--- src/rtl/charger_cfg_pkg.sv ---
package charger_cfg_pkg;
	localparam logic [7:0] ADDR_CURRENT = 8'h03;
	localparam logic [7:0] ADDR_VOLTAGE = 8'h04;
	localparam logic [7:0] ADDR_TIMER   = 8'h05;
	localparam logic [7:0] ADDR_PROTECT = 8'h06;

	localparam logic [7:0] RST_CURRENT = 8'h22;
	localparam logic [7:0] RST_VOLTAGE = 8'h58;
	localparam logic [7:0] RST_TIMER   = 8'h9f;
	localparam logic [7:0] RST_PROTECT = 8'h66;

	localparam logic [3:0] CUR_CODE_MAX   = 4'hc;
	localparam logic [4:0] VOLT_CODE_MAX  = 5'h18;
	localparam logic [4:0] VOLT_CODE_SPEC = 5'h0f;

	localparam logic [15:0] CUR_BASE_MA   = 16'h003c;
	localparam logic [15:0] CUR_STEP_MA   = 16'h003c;
	localparam logic [15:0] VOLT_BASE_MV  = 16'h0f10;
	localparam logic [15:0] VOLT_STEP_MV  = 16'h0020;
	localparam logic [15:0] VOLT_SPEC_MV  = 16'h1100;
	localparam logic [15:0] FLOOR_BASE_MV = 16'h0f3c;
	localparam logic [15:0] FLOOR_STEP_MV = 16'h0064;
	localparam logic [15:0] OVP_MV_0      = 16'h157c;
	localparam logic [15:0] OVP_MV_1      = 16'h1964;
	localparam logic [15:0] OVP_MV_2      = 16'h2904;
	localparam logic [15:0] OVP_MV_3      = 16'h36b0;
	localparam logic [7:0]  TOPOFF_MIN_STEP = 8'h0f;
	localparam logic [7:0]  WDOG_S_BASE     = 8'h28;
	localparam logic [3:0]  FAST_HRS_SHORT  = 4'h5;
	localparam logic [3:0]  FAST_HRS_LONG   = 4'ha;

	typedef struct packed {
		logic [7:0] addr;
		logic [7:0] wdata;
		logic       wr;
	} reg_req_t;

	typedef struct packed {
		logic [15:0] precharge_ma;
		logic [15:0] term_ma;
		logic [15:0] charge_mv;
		logic [7:0]  topoff_min;
		logic        topoff_on;
		logic        recharge_200mv;
		logic        term_allow;
		logic        fet_off;
		logic [7:0]  watchdog_s;
		logic        safety_timer_on;
		logic [3:0]  fast_charge_hrs;
		logic        treg_110c;
		logic        cold_iset_20pct;
		logic [15:0] ovp_mv;
		logic [1:0]  boost_code;
		logic [15:0] floor_mv;
	} cfg_out_t;
endpackage

--- src/rtl/charger_config_registers.sv ---
// Function
// - Precharge code is 60 mA plus 60 mA per step, resets to 0010, clamps above 1100.
// - Termination code is 60 mA plus 60 mA per step, resets to 0010, clamps above 1100.
// - Charge voltage code is 3.856 V plus 32 mV per step and resets to 01011.
// - Charge voltage codes above 11000 clamp to 11000 and 01111 means 4.352 V.
// - Top-off field selects off, 15, 30 or 45 minutes.
// - With top-off off, charging ends right at termination with no extension.
// - Termination enable allows termination when 1 and resets to 1.
// - The protection FET disable only acts while high-impedance mode is on.
// - Watchdog field selects off, 40 s, 80 s or 160 s and resets to 01.
// - Safety timer enable gates fast charge and precharge timers together, reset on.
// - Fast charge limit is 5 h when 0 and 10 h when 1, reset 1.
// - Overvoltage field selects 5.5, 6.5, 10.5 or 14 V and resets to 01.
// - Input floor code is 3.9 V plus 100 mV per step up to 5.4 V, reset 0110.
`timescale 1ns/10ps
module charger_config_registers (
	input  wire logic                      mclk,
	input  wire logic                      resetn,
	input  wire charger_cfg_pkg::reg_req_t req,
	input  wire logic                      reg_reset,
	input  wire logic                      watchdog_expired,
	input  wire logic                      high_impedance_mode,
	input  wire logic                      precharge_active,
	input  wire logic                      fast_charge_active,
	input  wire logic                      term_conditions_met,
	input  wire logic                      topoff_expired,
	output logic [7:0]                     rdata,
	output charger_cfg_pkg::cfg_out_t      cfg,
	output logic                           precharge_timer_run,
	output logic                           fast_charge_timer_run,
	output logic                           charge_done
);
	import charger_cfg_pkg::*;

	logic [7:0] current_reg;
	logic [7:0] voltage_reg;
	logic [7:0] timer_reg;
	logic [7:0] protect_reg;

	function automatic logic [3:0] clamp_cur(input logic [3:0] code);
		clamp_cur = (code > CUR_CODE_MAX) ? CUR_CODE_MAX : code;
	endfunction

	function automatic logic [15:0] cur_ma(input logic [3:0] code);
		cur_ma = CUR_BASE_MA + CUR_STEP_MA * {12'h000, code};
	endfunction

	wire wr_current = req.wr && (req.addr == ADDR_CURRENT);
	wire wr_voltage = req.wr && (req.addr == ADDR_VOLTAGE);
	wire wr_timer   = req.wr && (req.addr == ADDR_TIMER);
	wire wr_protect = req.wr && (req.addr == ADDR_PROTECT);
	wire soft_reset = reg_reset || watchdog_expired;

	wire [4:0] wr_volt_code = req.wdata[7:3];
	wire [4:0] clamped_volt = (wr_volt_code > VOLT_CODE_MAX) ? VOLT_CODE_MAX
	                                                         : wr_volt_code;
	wire [7:0] next_current = {clamp_cur(req.wdata[7:4]), clamp_cur(req.wdata[3:0])};
	wire [7:0] next_voltage = {clamped_volt, req.wdata[2:0]};

	// Watchdog expiry restores the charge registers only
	always_ff @(posedge mclk or negedge resetn) begin
		if (!resetn) begin
			current_reg <= RST_CURRENT;
			voltage_reg <= RST_VOLTAGE;
			timer_reg   <= RST_TIMER;
		end else if (soft_reset) begin
			current_reg <= RST_CURRENT;
			voltage_reg <= RST_VOLTAGE;
			timer_reg   <= RST_TIMER;
		end else begin
			if (wr_current)
				current_reg <= next_current;
			if (wr_voltage)
				voltage_reg <= next_voltage;
			if (wr_timer)
				timer_reg <= req.wdata;
		end
	end

	always_ff @(posedge mclk or negedge resetn) begin
		if (!resetn) begin
			protect_reg <= RST_PROTECT;
		end else if (reg_reset) begin
			protect_reg <= RST_PROTECT;
		end else if (wr_protect) begin
			protect_reg <= req.wdata;
		end
	end

	wire [7:0] next_rdata = (req.addr == ADDR_CURRENT) ? current_reg :
	                        (req.addr == ADDR_VOLTAGE) ? voltage_reg :
	                        (req.addr == ADDR_TIMER)   ? timer_reg   :
	                        (req.addr == ADDR_PROTECT) ? protect_reg : 8'h00;

	always_ff @(posedge mclk or negedge resetn) begin
		if (!resetn)
			rdata <= 8'h00;
		else
			rdata <= next_rdata;
	end

	// Decoded settings
	wire [4:0] volt_code  = voltage_reg[7:3];
	wire [1:0] topoff     = voltage_reg[2:1];
	wire [1:0] wdog       = timer_reg[5:4];
	wire [1:0] input_overvoltage_level        = protect_reg[7:6];
	wire [3:0] floor_code = protect_reg[3:0];

	wire [15:0] volt_linear = VOLT_BASE_MV + VOLT_STEP_MV * {11'h000, volt_code};
	wire [15:0] volt_mv     = (volt_code == VOLT_CODE_SPEC) ? VOLT_SPEC_MV
	                                                        : volt_linear;
	wire [7:0]  topoff_min  = TOPOFF_MIN_STEP * {6'h00, topoff};
	wire [7:0]  wdog_s      = (wdog == 2'b00) ? 8'h00
	                                          : (WDOG_S_BASE << (wdog - 2'b01));
	wire [15:0] ovp_mv      = (input_overvoltage_level == 2'b00) ? OVP_MV_0 :
	                          (input_overvoltage_level == 2'b01) ? OVP_MV_1 :
	                          (input_overvoltage_level == 2'b10) ? OVP_MV_2 : OVP_MV_3;
	wire [15:0] floor_mv    = FLOOR_BASE_MV + FLOOR_STEP_MV * {12'h000, floor_code};
	wire        term_allow  = timer_reg[7];
	wire        timers_on   = timer_reg[3];
	wire        topoff_on   = (topoff != 2'b00);

	always_comb begin
		cfg.precharge_ma     = cur_ma(current_reg[7:4]);
		cfg.term_ma          = cur_ma(current_reg[3:0]);
		cfg.charge_mv        = volt_mv;
		cfg.topoff_min       = topoff_min;
		cfg.topoff_on        = topoff_on;
		cfg.recharge_200mv   = voltage_reg[0];
		cfg.term_allow       = term_allow;
		cfg.fet_off          = timer_reg[6] && high_impedance_mode;
		cfg.watchdog_s       = wdog_s;
		cfg.safety_timer_on  = timers_on;
		cfg.fast_charge_hrs  = timer_reg[2] ? FAST_HRS_LONG : FAST_HRS_SHORT;
		cfg.treg_110c        = timer_reg[1];
		cfg.cold_iset_20pct  = timer_reg[0];
		cfg.ovp_mv           = ovp_mv;
		cfg.boost_code       = protect_reg[5:4];
		cfg.floor_mv         = floor_mv;
	end

	assign precharge_timer_run   = timers_on && precharge_active;
	assign fast_charge_timer_run = timers_on && fast_charge_active;
	// Termination ends charge at once, or after the top-off period
	assign charge_done = term_allow && term_conditions_met
	                     && (!topoff_on || topoff_expired);
endmodule

--- config.mk ---
export PLATFORM = sky130hd
export DESIGN_NAME = charger_config_registers
export DESIGN_NICKNAME = d
export VERILOG_FILES = /design/src/rtl/charger_cfg_pkg.sv /design/src/rtl/charger_config_registers.sv
export SDC_FILE = /design/constraint.sdc
export NUM_CORES = 1
export LEC_CHECK = 0
export ABC_AREA = 1
export BUFFER_PORTS_ARGS = -buffer_cell sky130_fd_sc_hd__buf_2
export CAP_MARGIN = 30
export CORE_ASPECT_RATIO = 1.75
export CORE_MARGIN = 2
export CORE_UTILIZATION = 55
export DETAILED_ROUTE_END_ITERATION = 10
export GPL_TIMING_DRIVEN = 0
export PLACE_DENSITY_LB_ADDON = 0.3
export SKIP_LAST_GASP = 1
export SLEW_MARGIN = 20
export SYNTH_ARGS = -nofsm -noshare
export SYNTH_HDL_FRONTEND = slang
export SYNTH_SLANG_ARGS = --single-unit
export TNS_END_PERCENT = 30
--- constraint.sdc ---
create_clock -name mclk -period 8.5 [get_ports mclk]
set_input_delay 1.7 -clock mclk [delete_from_list [all_inputs] [get_ports mclk]]
set_output_delay 1.7 -clock mclk [all_outputs]
set_load 0.1 [all_outputs]
==> impl_results.html, run 1 <==
<table>
<tr><th>Metric</th><th>Value</th></tr>
<tr><th colspan="2">Drt</th></tr>
<tr><td>Remaining design rule violation count</td><td>0</td></tr>
<tr><td>Total iterations of the first detailed-routing run</td><td>5</td></tr>
<tr><td>Routed wire length</td><td>between 9000 and 10000 um</td></tr>
<tr><td>Routed vias/inst</td><td>4.94</td></tr>
<tr><td>Antenna violation net count after detailed routing</td><td>0</td></tr>
<tr><td>Per-cell routed wire length</td><td>roughly 12 um</td></tr>
<tr><td>Detailed-route via count</td><td>about 3900</td></tr>
<tr><td>Starting DRT DRC Count</td><td>175</td></tr>
<tr><th colspan="2">Layout</th></tr>
<tr><td>Ant diodes</td><td>0</td></tr>
<tr><td>Layout-stage area growth over the synthesis result</td><td>25.0%</td></tr>
<tr><td>Area used by sequential logic in the layout</td><td>0.00102 mm2</td></tr>
<tr><td>Total area of multi-input combinational cells</td><td>0.00244 mm2</td></tr>
<tr><td>Post-route cell area</td><td>~0.0051 mm2</td></tr>
<tr><td>Post-Layout Cell Count</td><td>slightly below 800</td></tr>
<tr><td>Layout filler cell count</td><td>about 600</td></tr>
<tr><td>Number of nets in the finished design</td><td>790</td></tr>
<tr><td>Most frequent cells in the layout</td><td>sky130_fd_sc_hd__nand2_1 (142), sky130_fd_sc_hd__buf_2 (111), sky130_fd_sc_hd__inv_1 (82)</td></tr>
<tr><td>Final core area utilization</td><td>0.710</td></tr>
<tr><td>Most frequent standard cell in the layout excluding fill and tap cells</td><td>sky130_fd_sc_hd__nand2_1</td></tr>
<tr><td>Layout cell share with drive strength beyond 1</td><td>0.291</td></tr>
<tr><th colspan="2">Clock tree</th></tr>
<tr><td>Quantity of gates resized following cts</td><td>0</td></tr>
<tr><td>Clock sinks</td><td>40</td></tr>
<tr><td>Clock tree from TritonCTS</td><td>built</td></tr>
<tr><td>Depth of the CTS H-tree</td><td>2</td></tr>
<tr><td>Clock buffer depth</td><td>2</td></tr>
<tr><td>Clock latency of the later-clocked register in the worst-skew pair</td><td>approximately 0.28 ns</td></tr>
<tr><td>Hold buffer count at CTS</td><td>0</td></tr>
<tr><td>Root cell of the clock tree</td><td>sky130_fd_sc_hd__clkbuf_16</td></tr>
<tr><td>Number of buffers added by the clock tree synthesis step</td><td>5</td></tr>
<tr><td>Number of buffers inserted to repair setup after CTS</td><td>0</td></tr>
<tr><td>Clock transition at path regs</td><td>~0.060 ns</td></tr>
<tr><th colspan="2">Power</th></tr>
<tr><td>Highest ir drop seen on vdd</td><td>189 uV</td></tr>
<tr><td>Internal</td><td>0.000499 W</td></tr>
<tr><td>Net Sw Frac</td><td>0.532</td></tr>
<tr><td>LEAKAGE</td><td>about 3 nW</td></tr>
<tr><td>Relative contribution of the clock network to total power</td><td>0.257</td></tr>
<tr><td>Cell area power density</td><td>~210 mW/mm2</td></tr>
<tr><td>Share of power burned in registers</td><td>0.199</td></tr>
<tr><td>Proportion of power drawn by combinational gates</td><td>0.544</td></tr>
<tr><td>Power spent charging and discharging nets</td><td>0.000568 W</td></tr>
<tr><th colspan="2">Timing</th></tr>
<tr><td>Fin. max-slew vios</td><td>0</td></tr>
<tr><td>Time the final worst path needs with I/O delays and setup</td><td>5.23 ns</td></tr>
<tr><td>Tcrit/Tclk final</td><td>0.616</td></tr>
<tr><td>Remaining max-slew budget at the tightest pin</td><td>0.631</td></tr>
<tr><td>Final Hold Violating Endpoints</td><td>0</td></tr>
<tr><td>Final count of negative-setup-slack endpoints</td><td>0</td></tr>
<tr><td>Final sum of negative setup slack</td><td>0 ns</td></tr>
<tr><td>Minimum setup slack in the final design</td><td>3.27 ns</td></tr>
<tr><td>Transition time of the tightest slew-check pin</td><td>around 0.55 ns</td></tr>
<tr><td>Maximum clock frequency</td><td>around 190 MHz</td></tr>
<tr><td>Clock tree skew after final layout</td><td>0.00257 ns</td></tr>
<tr><td>Setup repair after global routing missed its margin</td><td>no</td></tr>
<tr><th colspan="2">Place</th></tr>
<tr><td>Cell area after placement</td><td>0.00487 mm2</td></tr>
<tr><td>Weighted congestion at the end of routability-driven global placement</td><td>roughly 0.90</td></tr>
<tr><td>Number of cells in the design after placement</td><td>~780</td></tr>
<tr><td>Worst slack at placement</td><td>3.54 ns</td></tr>
<tr><td>Half-perimeter wire length after detailed placement</td><td>roughly 8100 um</td></tr>
<tr><td>PortBufs</td><td>110</td></tr>
<tr><th colspan="2">Floorplanning</th></tr>
<tr><td>Standard cell core area</td><td>roughly 0.0072 mm2</td></tr>
<tr><td>Die Width</td><td>roughly 69 um</td></tr>
<tr><td>Starting density of the core</td><td>0.568</td></tr>
<tr><td>Num rows</td><td>41</td></tr>
<tr><td>Die height</td><td>between 100 and 150 um</td></tr>
<tr><td>Total die area</td><td>between 0.008 and 0.009 mm2</td></tr>
<tr><td>Count of pins on the block boundary</td><td>between 100 and 150</td></tr>
<tr><th colspan="2">Setup path</th></tr>
<tr><td>Reg2reg end</td><td>rdata[5]$_DFF_PN0_</td></tr>
<tr><td>Critical path destination</td><td>cfg[102]</td></tr>
<tr><td>Reg2Reg Depth</td><td>6</td></tr>
<tr><td>Highest cell delay on the worst timing path</td><td>0.61 ns</td></tr>
<tr><td>Kind of launch point of the worst setup path</td><td>flip-flop</td></tr>
<tr><td>Logic depth of the worst path, buffers included</td><td>13</td></tr>
<tr><td>Setup crit end kind</td><td>output pin</td></tr>
<tr><td>Cells traversed along the worst timing path</td><td>fa_1 &gt; fa_1 &gt; fa_1 &gt; nand2_1 &gt; inv_1 &gt; nor2_1 &gt; nand2_1 &gt; inv_1 &gt; nand3_1 &gt; nor2_1 &gt; nand2_1 &gt; nand2_1 &gt; buf_2</td></tr>
<tr><td>Critical path startpoint</td><td>current_reg[5]$_DFFE_PN1P_</td></tr>
<tr><td>Slowest cell on the critical path</td><td>sky130_fd_sc_hd__dfstp_2</td></tr>
<tr><td>Crit path top cell by count</td><td>sky130_fd_sc_hd__nand2_1</td></tr>
<tr><td>Beginning of the worst register-to-register path</td><td>protect_reg[5]$_DFFE_PN1P_</td></tr>
<tr><td>Worst path arrival time</td><td>between 3 and 4 ns</td></tr>
<tr><td>Category of cells accounting for the largest share of critical-path delay</td><td>adder cells</td></tr>
<tr><td>Crit Path Class</td><td>reg2out</td></tr>
<tr><td>Crit Path Max Fanout</td><td>6</td></tr>
<tr><td>Crit path buffers/inverters</td><td>3</td></tr>
<tr><td>Internal reg-to-reg setup slack</td><td>7.42 ns</td></tr>
<tr><td>Worst Path Required</td><td>a little under 7 ns</td></tr>
<tr><th colspan="2">Run</th></tr>
<tr><td>Number of max-capacitance violations reported</td><td>0</td></tr>
<tr><th colspan="2">Logic synthesis</th></tr>
<tr><td>Adder-cell share of the synthesized area</td><td>0.194</td></tr>
<tr><td>Number of different library cells in the post-synthesis netlist</td><td>34</td></tr>
<tr><td>Top cell type's share of synthesized area</td><td>0.153</td></tr>
<tr><td>Average cell area after synthesis</td><td>between 7 and 8 um2</td></tr>
<tr><td>Count of state elements after synthesis</td><td>40</td></tr>
<tr><td>Multiplexer share of the synthesized area</td><td>0</td></tr>
<tr><td>Cell count after synthesis</td><td>roughly 550</td></tr>
<tr><td>Post-synthesis xor/xnor area fraction</td><td>0.0365</td></tr>
<tr><td>Number of synthesized flops with an enable pin</td><td>0</td></tr>
<tr><td>Sequential element share of the synthesized area</td><td>0.250</td></tr>
<tr><td>Synth top area cells</td><td>sky130_fd_sc_hd__dfrtp_1 (15%), sky130_fd_sc_hd__ha_1 (15%), sky130_fd_sc_hd__nand2_1 (13%), sky130_fd_sc_hd__buf_4 (9.9%), sky130_fd_sc_hd__dfstp_2 (9.7%)</td></tr>
<tr><td>Synthesized-area fraction occupied by ao, oa, aoi and oai cells</td><td>0.0677</td></tr>
<tr><td>Most used flip-flop cell after synthesis</td><td>sky130_fd_sc_hd__dfrtp_1</td></tr>
<tr><td>Share of synthesized flip-flops with an asynchronous set or reset</td><td>1.00</td></tr>
<tr><td>Synth Area in Simple Gates</td><td>0.266</td></tr>
<tr><td>Main combinational cell family by area after synthesis</td><td>simple AND/OR/NAND/NOR gates</td></tr>
<tr><td>Post-synthesis instance area</td><td>~0.004 mm2</td></tr>
<tr><td>Yosys top cell by area</td><td>sky130_fd_sc_hd__dfrtp_1</td></tr>
<tr><td>Warnings from Yosys</td><td>0</td></tr>
<tr><th colspan="2">Global routing</th></tr>
<tr><td>Global route total overflow</td><td>0</td></tr>
<tr><td>Largest net degree at the start of global routing</td><td>41</td></tr>
<tr><td>Initial antenna violation count</td><td>0</td></tr>
<tr><td>Global-route usage over all layers</td><td>0.243</td></tr>
<tr><td>Number of global-route vias before repair</td><td>3732</td></tr>
<tr><td>Global-route wire length before repair</td><td>about 16000 um</td></tr>
<tr><th colspan="2">Min path</th></tr>
<tr><td>Path class of the lowest-slack min-delay path</td><td>reg2reg</td></tr>
<tr><th colspan="2">Outcome</th></tr>
<tr><td>Outcome</td><td>finished, final reports clean</td></tr>
</table>
[worst reg2reg max path, delay by kind of cell, from the launching register on]
family	cells	cell delay, ns
flops	1	0.53
simple gates	4	0.26
compound gates	1	0.15
buf+inv	1	0.08
[cell type report]
type	instances	area share
Multi-Input combinational cell	406	0.478
Sequential cell	40	0.200
Timing Repair Buffer	111	0.112
Buffer	59	0.0863
Inverter	83	0.0611
Clock buffer	5	0.0245
Tap cell	86	0.0211
Clock inverter	3	0.0177
[how the worst min path moves through the flow]
| stage | start | to | slack [ns] | depth (start not counted) |
|---|---|---|---|---|
| 2_1_floorplan | timer_reg[0]$_DFFE_PN1P_ | timer_reg[0]$_DFFE_PN1P_ | 0.45 | 2 |
| 3_3_place_gp | timer_reg[0]$_DFFE_PN1P_ | timer_reg[0]$_DFFE_PN1P_ | 0.47 | 2 |
| 3_5_place_dp | timer_reg[1]$_DFFE_PN1P_ | timer_reg[1]$_DFFE_PN1P_ | 0.47 | 2 |
| 4_1_cts | timer_reg[1]$_DFFE_PN1P_ | timer_reg[1]$_DFFE_PN1P_ | 0.48 | 2 |
| 5_1_grt | timer_reg[1]$_DFFE_PN1P_ | timer_reg[1]$_DFFE_PN1P_ | 0.52 | 2 |
| 6_report | timer_reg[1]$_DFFE_PN1P_ | timer_reg[1]$_DFFE_PN1P_ | 0.48 | 2 |
[Yosys cell counts (2+ instances only)]
library cell / count
sky130_fd_sc_hd__nand2_1: 142
sky130_fd_sc_hd__nand2_2: 4
sky130_fd_sc_hd__o21ai_0: 32
sky130_fd_sc_hd__a21boi_0: 2
sky130_fd_sc_hd__nand3_1: 34
sky130_fd_sc_hd__inv_1: 82
sky130_fd_sc_hd__a21oi_1: 8
sky130_fd_sc_hd__nand4_1: 11
sky130_fd_sc_hd__nand2_4: 2
sky130_fd_sc_hd__ha_1: 49
sky130_fd_sc_hd__xor2_1: 11
sky130_fd_sc_hd__dfrtp_1: 25
sky130_fd_sc_hd__nor2_4: 5
sky130_fd_sc_hd__a31oi_1: 2
sky130_fd_sc_hd__dfstp_2: 15
sky130_fd_sc_hd__o211ai_1: 2
sky130_fd_sc_hd__buf_6: 2
sky130_fd_sc_hd__clkbuf_1: 2
sky130_fd_sc_hd__buf_4: 54
sky130_fd_sc_hd__nor2_1: 40
sky130_fd_sc_hd__fa_1: 9
sky130_fd_sc_hd__nand3b_1: 4
sky130_fd_sc_hd__xnor2_1: 6
[cell families after synthesis]
family | count (synthesis)
and+or+nand+nor | 246
buffers and inverters | 142
adders and majority gates | 58
AOI/OAI and AO/OA | 50
DFF | 40
xor gates and xnor gates | 17
other | 1
[metal layers]
| layer | part of all wire | vias up | track usage | wire, um |
|---|---|---|---|---|
| li1 | - | 1957 | - | - |
| met1 | 0.34 | 1767 | 0.226 | 3340 |
| met2 | 0.56 | 145 | 0.476 | 5500 |
| met3 | 0.052 | 45 | 0.0291 | 510 |
| met4 | 0.054 | 0 | 0.157 | 533 |
| met5 | 0 | - | 0 | 0 |
[power groups by stage]
stage / registers, W / logic (W) / clock network, W
6_report: 0.000212 / 0.000581 / 0.000274
5_1_grt: 0.000213 / 0.000610 / 0.000281
4_1_cts: 0.000212 / 0.000581 / 0.000276
3_5_place_dp: 0.000215 / 0.000580 / 0
3_3_place_gp: 0.000215 / 0.000573 / 0
2_1_floorplan: 0.000213 / 0.000504 / 0
[through the flow]
stage | total power, W | hold WS [ns]
after floorplan | 0.000717 | 0.449
after CTS | 0.00107 | 0.481
after global routing | 0.00110 | 0.515
after detailed placement | 0.000795 | 0.472
after global placement | 0.000788 | 0.466
final | 0.00107 | 0.482
(Power assumes the default switching activity.)
==> inputs of run 2 (changes only) <==
Settings changed: CORE_UTILIZATION 55 to 51.
Clock period 8.5 ns to 5.4 ns, I/O delays scaled along.
==> run 2 against run 1 <==
Clock skew rose by 0.00072 ns. Flip-flop and latch count did not move. First-iteration DRC count rose by 17%. Power rose by 49%. Hold slack got worse by 0.0050 ns. Routed wire length rose by 3.4%. Critical endpoint is now cfg[85].
==> impl_results.html, run 2 (synthesis gave the netlist of run 1 again) <==
<table>
<tr><th>Metric</th><th>Value</th></tr>
<tr><th colspan="2">Power</th></tr>
<tr><td>Highest ir drop seen on vdd</td><td>roughly 410 uV</td></tr>
<tr><td>Power spent charging and discharging nets</td><td>0.000894 W</td></tr>
<tr><td>Cell area power density</td><td>approximately 310 mW/mm2</td></tr>
<tr><td>Net Sw Frac</td><td>0.564</td></tr>
<tr><td>LEAKAGE</td><td>3.03 nW</td></tr>
<tr><td>Final total power</td><td>between 0.0015 and 0.002 W</td></tr>
<tr><td>Share of power burned in registers</td><td>0.211</td></tr>
<tr><td>Proportion of power drawn by combinational gates</td><td>0.577</td></tr>
<tr><td>Relative contribution of the clock network to total power</td><td>0.212</td></tr>
<tr><td>Internal</td><td>0.000692 W</td></tr>
<tr><th colspan="2">Setup path</th></tr>
<tr><td>Crit path buffers/inverters</td><td>2</td></tr>
<tr><td>Kind of launch point of the worst setup path</td><td>flip-flop</td></tr>
<tr><td>Crit Path Max Fanout</td><td>6</td></tr>
<tr><td>Crit path top cell by count</td><td>sky130_fd_sc_hd__fa_1</td></tr>
<tr><td>Worst path arrival time</td><td>approximately 3.5 ns</td></tr>
<tr><td>Category of cells accounting for the largest share of critical-path delay</td><td>adder cells</td></tr>
<tr><td>Crit Path Class</td><td>reg2out</td></tr>
<tr><td>Setup crit end kind</td><td>output pin</td></tr>
<tr><td>Highest cell delay on the worst timing path</td><td>0.60 ns</td></tr>
<tr><td>Cells traversed along the worst timing path</td><td>fa_1 &gt; fa_1 &gt; fa_1 &gt; nand2_1 &gt; inv_1 &gt; nor2_1 &gt; nand2_1 &gt; nor2_1 &gt; xor2_1 &gt; buf_2</td></tr>
<tr><td>Worst Path Required</td><td>about 4.3 ns</td></tr>
<tr><td>Slowest cell on the critical path</td><td>sky130_fd_sc_hd__dfstp_2</td></tr>
<tr><th colspan="2">Timing</th></tr>
<tr><td>Maximum clock frequency</td><td>~220 MHz</td></tr>
<tr><td>Transition time of the tightest slew-check pin</td><td>approximately 0.54 ns</td></tr>
<tr><td>Time the final worst path needs with I/O delays and setup</td><td>about 4.6 ns</td></tr>
<tr><td>Final count of negative-setup-slack endpoints</td><td>0</td></tr>
<tr><td>Setup repair after global routing missed its margin</td><td>no</td></tr>
<tr><td>Remaining max-slew budget at the tightest pin</td><td>0.636</td></tr>
<tr><td>Final Hold Violating Endpoints</td><td>0</td></tr>
<tr><td>Final sum of negative setup slack</td><td>0 ns</td></tr>
<tr><td>Fin. max-slew vios</td><td>0</td></tr>
<tr><td>Clock tree skew after final layout</td><td>~0.0033 ns</td></tr>
<tr><td>Tcrit/Tclk final</td><td>0.855</td></tr>
<tr><td>Minimum setup slack in the final design</td><td>roughly 0.78 ns</td></tr>
<tr><th colspan="2">Clock tree</th></tr>
<tr><td>Depth of the CTS H-tree</td><td>2</td></tr>
<tr><td>Number of buffers added by the clock tree synthesis step</td><td>5</td></tr>
<tr><td>Clock transition at path regs</td><td>0.06 ns</td></tr>
<tr><td>Clock latency of the later-clocked register in the worst-skew pair</td><td>between 0.2 and 0.3 ns</td></tr>
<tr><td>Quantity of gates resized following cts</td><td>0</td></tr>
<tr><td>Number of buffers inserted to repair setup after CTS</td><td>0</td></tr>
<tr><td>Root cell of the clock tree</td><td>sky130_fd_sc_hd__clkbuf_16</td></tr>
<tr><td>Hold buffer count at CTS</td><td>0</td></tr>
<tr><td>Clock tree from TritonCTS</td><td>built</td></tr>
<tr><td>Clock buffer depth</td><td>2</td></tr>
<tr><td>Clock sinks</td><td>40</td></tr>
<tr><th colspan="2">Floorplanning</th></tr>
<tr><td>Die Width</td><td>between 70 and 80 um</td></tr>
<tr><td>Die height</td><td>roughly 120 um</td></tr>
<tr><td>Num rows</td><td>43</td></tr>
<tr><td>Count of pins on the block boundary</td><td>about 150</td></tr>
<tr><td>Total die area</td><td>between 0.008 and 0.009 mm2</td></tr>
<tr><td>Starting density of the core</td><td>0.520</td></tr>
<tr><td>Standard cell core area</td><td>between 0.007 and 0.008 mm2</td></tr>
<tr><th colspan="2">Place</th></tr>
<tr><td>Number of cells in the design after placement</td><td>788</td></tr>
<tr><td>Worst slack at placement</td><td>~1.1 ns</td></tr>
<tr><td>PortBufs</td><td>between 100 and 150</td></tr>
<tr><td>Cell area after placement</td><td>just under 0.005 mm2</td></tr>
<tr><td>Weighted congestion at the end of routability-driven global placement</td><td>roughly 0.93</td></tr>
<tr><td>Half-perimeter wire length after detailed placement</td><td>about 8600 um</td></tr>
<tr><th colspan="2">Drt</th></tr>
<tr><td>Antenna violation net count after detailed routing</td><td>0</td></tr>
<tr><td>Total iterations of the first detailed-routing run</td><td>4</td></tr>
<tr><td>Per-cell routed wire length</td><td>approximately 13 um</td></tr>
<tr><td>Detailed-route via count</td><td>roughly 3900</td></tr>
<tr><td>Remaining design rule violation count</td><td>0</td></tr>
<tr><td>Routed vias/inst</td><td>~4.9</td></tr>
<tr><td>Routed wire length</td><td>slightly above 10000 um</td></tr>
<tr><td>Starting DRT DRC Count</td><td>around 200</td></tr>
<tr><th colspan="2">Global routing</th></tr>
<tr><td>Largest net degree at the start of global routing</td><td>41</td></tr>
<tr><td>Number of global-route vias before repair</td><td>3815</td></tr>
<tr><td>Global-route usage over all layers</td><td>0.236</td></tr>
<tr><td>Global-route wire length before repair</td><td>between 15000 and 20000 um</td></tr>
<tr><td>Global route total overflow</td><td>0</td></tr>
<tr><td>Initial antenna violation count</td><td>0</td></tr>
<tr><th colspan="2">Layout</th></tr>
<tr><td>Post-route cell area</td><td>a little over 0.005 mm2</td></tr>
<tr><td>Number of nets in the finished design</td><td>790</td></tr>
<tr><td>Layout-stage area growth over the synthesis result</td><td>24.0%</td></tr>
<tr><td>Most frequent standard cell in the layout excluding fill and tap cells</td><td>sky130_fd_sc_hd__nand2_1</td></tr>
<tr><td>Layout cell share with drive strength beyond 1</td><td>0.291</td></tr>
<tr><td>Post-Layout Cell Count</td><td>~800</td></tr>
<tr><td>Ant diodes</td><td>0</td></tr>
<tr><td>Most frequent cells in the layout</td><td>sky130_fd_sc_hd__nand2_1 (142), sky130_fd_sc_hd__buf_2 (111), sky130_fd_sc_hd__inv_1 (82)</td></tr>
<tr><th colspan="2">Outcome</th></tr>
<tr><td>Outcome</td><td>finished, final reports clean</td></tr>
<tr><th colspan="2">Run</th></tr>
<tr><td>Number of max-capacitance violations reported</td><td>0</td></tr>
<tr><th colspan="2">Min path</th></tr>
<tr><td>Path class of the lowest-slack min-delay path</td><td>reg2reg</td></tr>
</table>
-- run 2: worst paths after layout --
check / startpoint / endpoint / slack (ns) / cells after the start
setup / recovery: current_reg[1]$_DFFE_PN1P_ / cfg[85] / 0.78 / 10
hold / removal: timer_reg[0]$_DFFE_PN1P_ / timer_reg[0]$_DFFE_PN1P_ / 0.48 / 2
setup reg to reg: protect_reg[5]$_DFFE_PN1P_ / rdata[5]$_DFF_PN0_ / 4.32 / 6
hold reg to reg: timer_reg[0]$_DFFE_PN1P_ / timer_reg[0]$_DFFE_PN1P_ / 0.48 / 2
max in group asynchronous: resetn / protect_reg[1]$_DFFE_PN1P_ / 4.29 / 2
min in group asynchronous: resetn / current_reg[2]$_DFFE_PN0P_ / 0.62 / 1
-- run 2: layout make-up --
class,instances,area [um2]
buffer,59,440
clock inverter,3,42.5
multi-input combinational,406,2440
clock buffer,5,125
inverter,83,312
timing repair buffer,111,571
tap,90,113
sequential,40,1020
fill,702,2800
-- run 2: layer usage --
metal,track usage,routed length [um],up-vias
li1,-,-,1949
met4,0.119,417,0
met3,0.0222,441,28
met1,0.224,3440,1783
met5,0,0,-
met2,0.480,5930,113
-- run 2: worst min-delay path, cell delays in order (launching register included) --
cell and delay, ns:
sky130_fd_sc_hd__dfstp_2 0.38, sky130_fd_sc_hd__nand2_1 0.06, sky130_fd_sc_hd__nand2_1 0.04
-- run 2: stage by stage --
stage                     hold WS, ns  utilization
after floorplan                 0.449            -
after global placement          0.467        0.620
after detailed placement        0.467        0.620
after CTS                       0.477        0.642
after global routing            0.514        0.644
final                           0.477        0.644
-- run 2: power groups by stage --
stage,clock network [W],logic (W),registers (W)
floorplan,0,0.000794,0.000335
CTS,0.000338,0.000916,0.000334
finish,0.000337,0.000915,0.000334
global placement,0,0.000903,0.000339
detailed placement,0,0.000914,0.000339
global route,0.000353,0.000962,0.000336
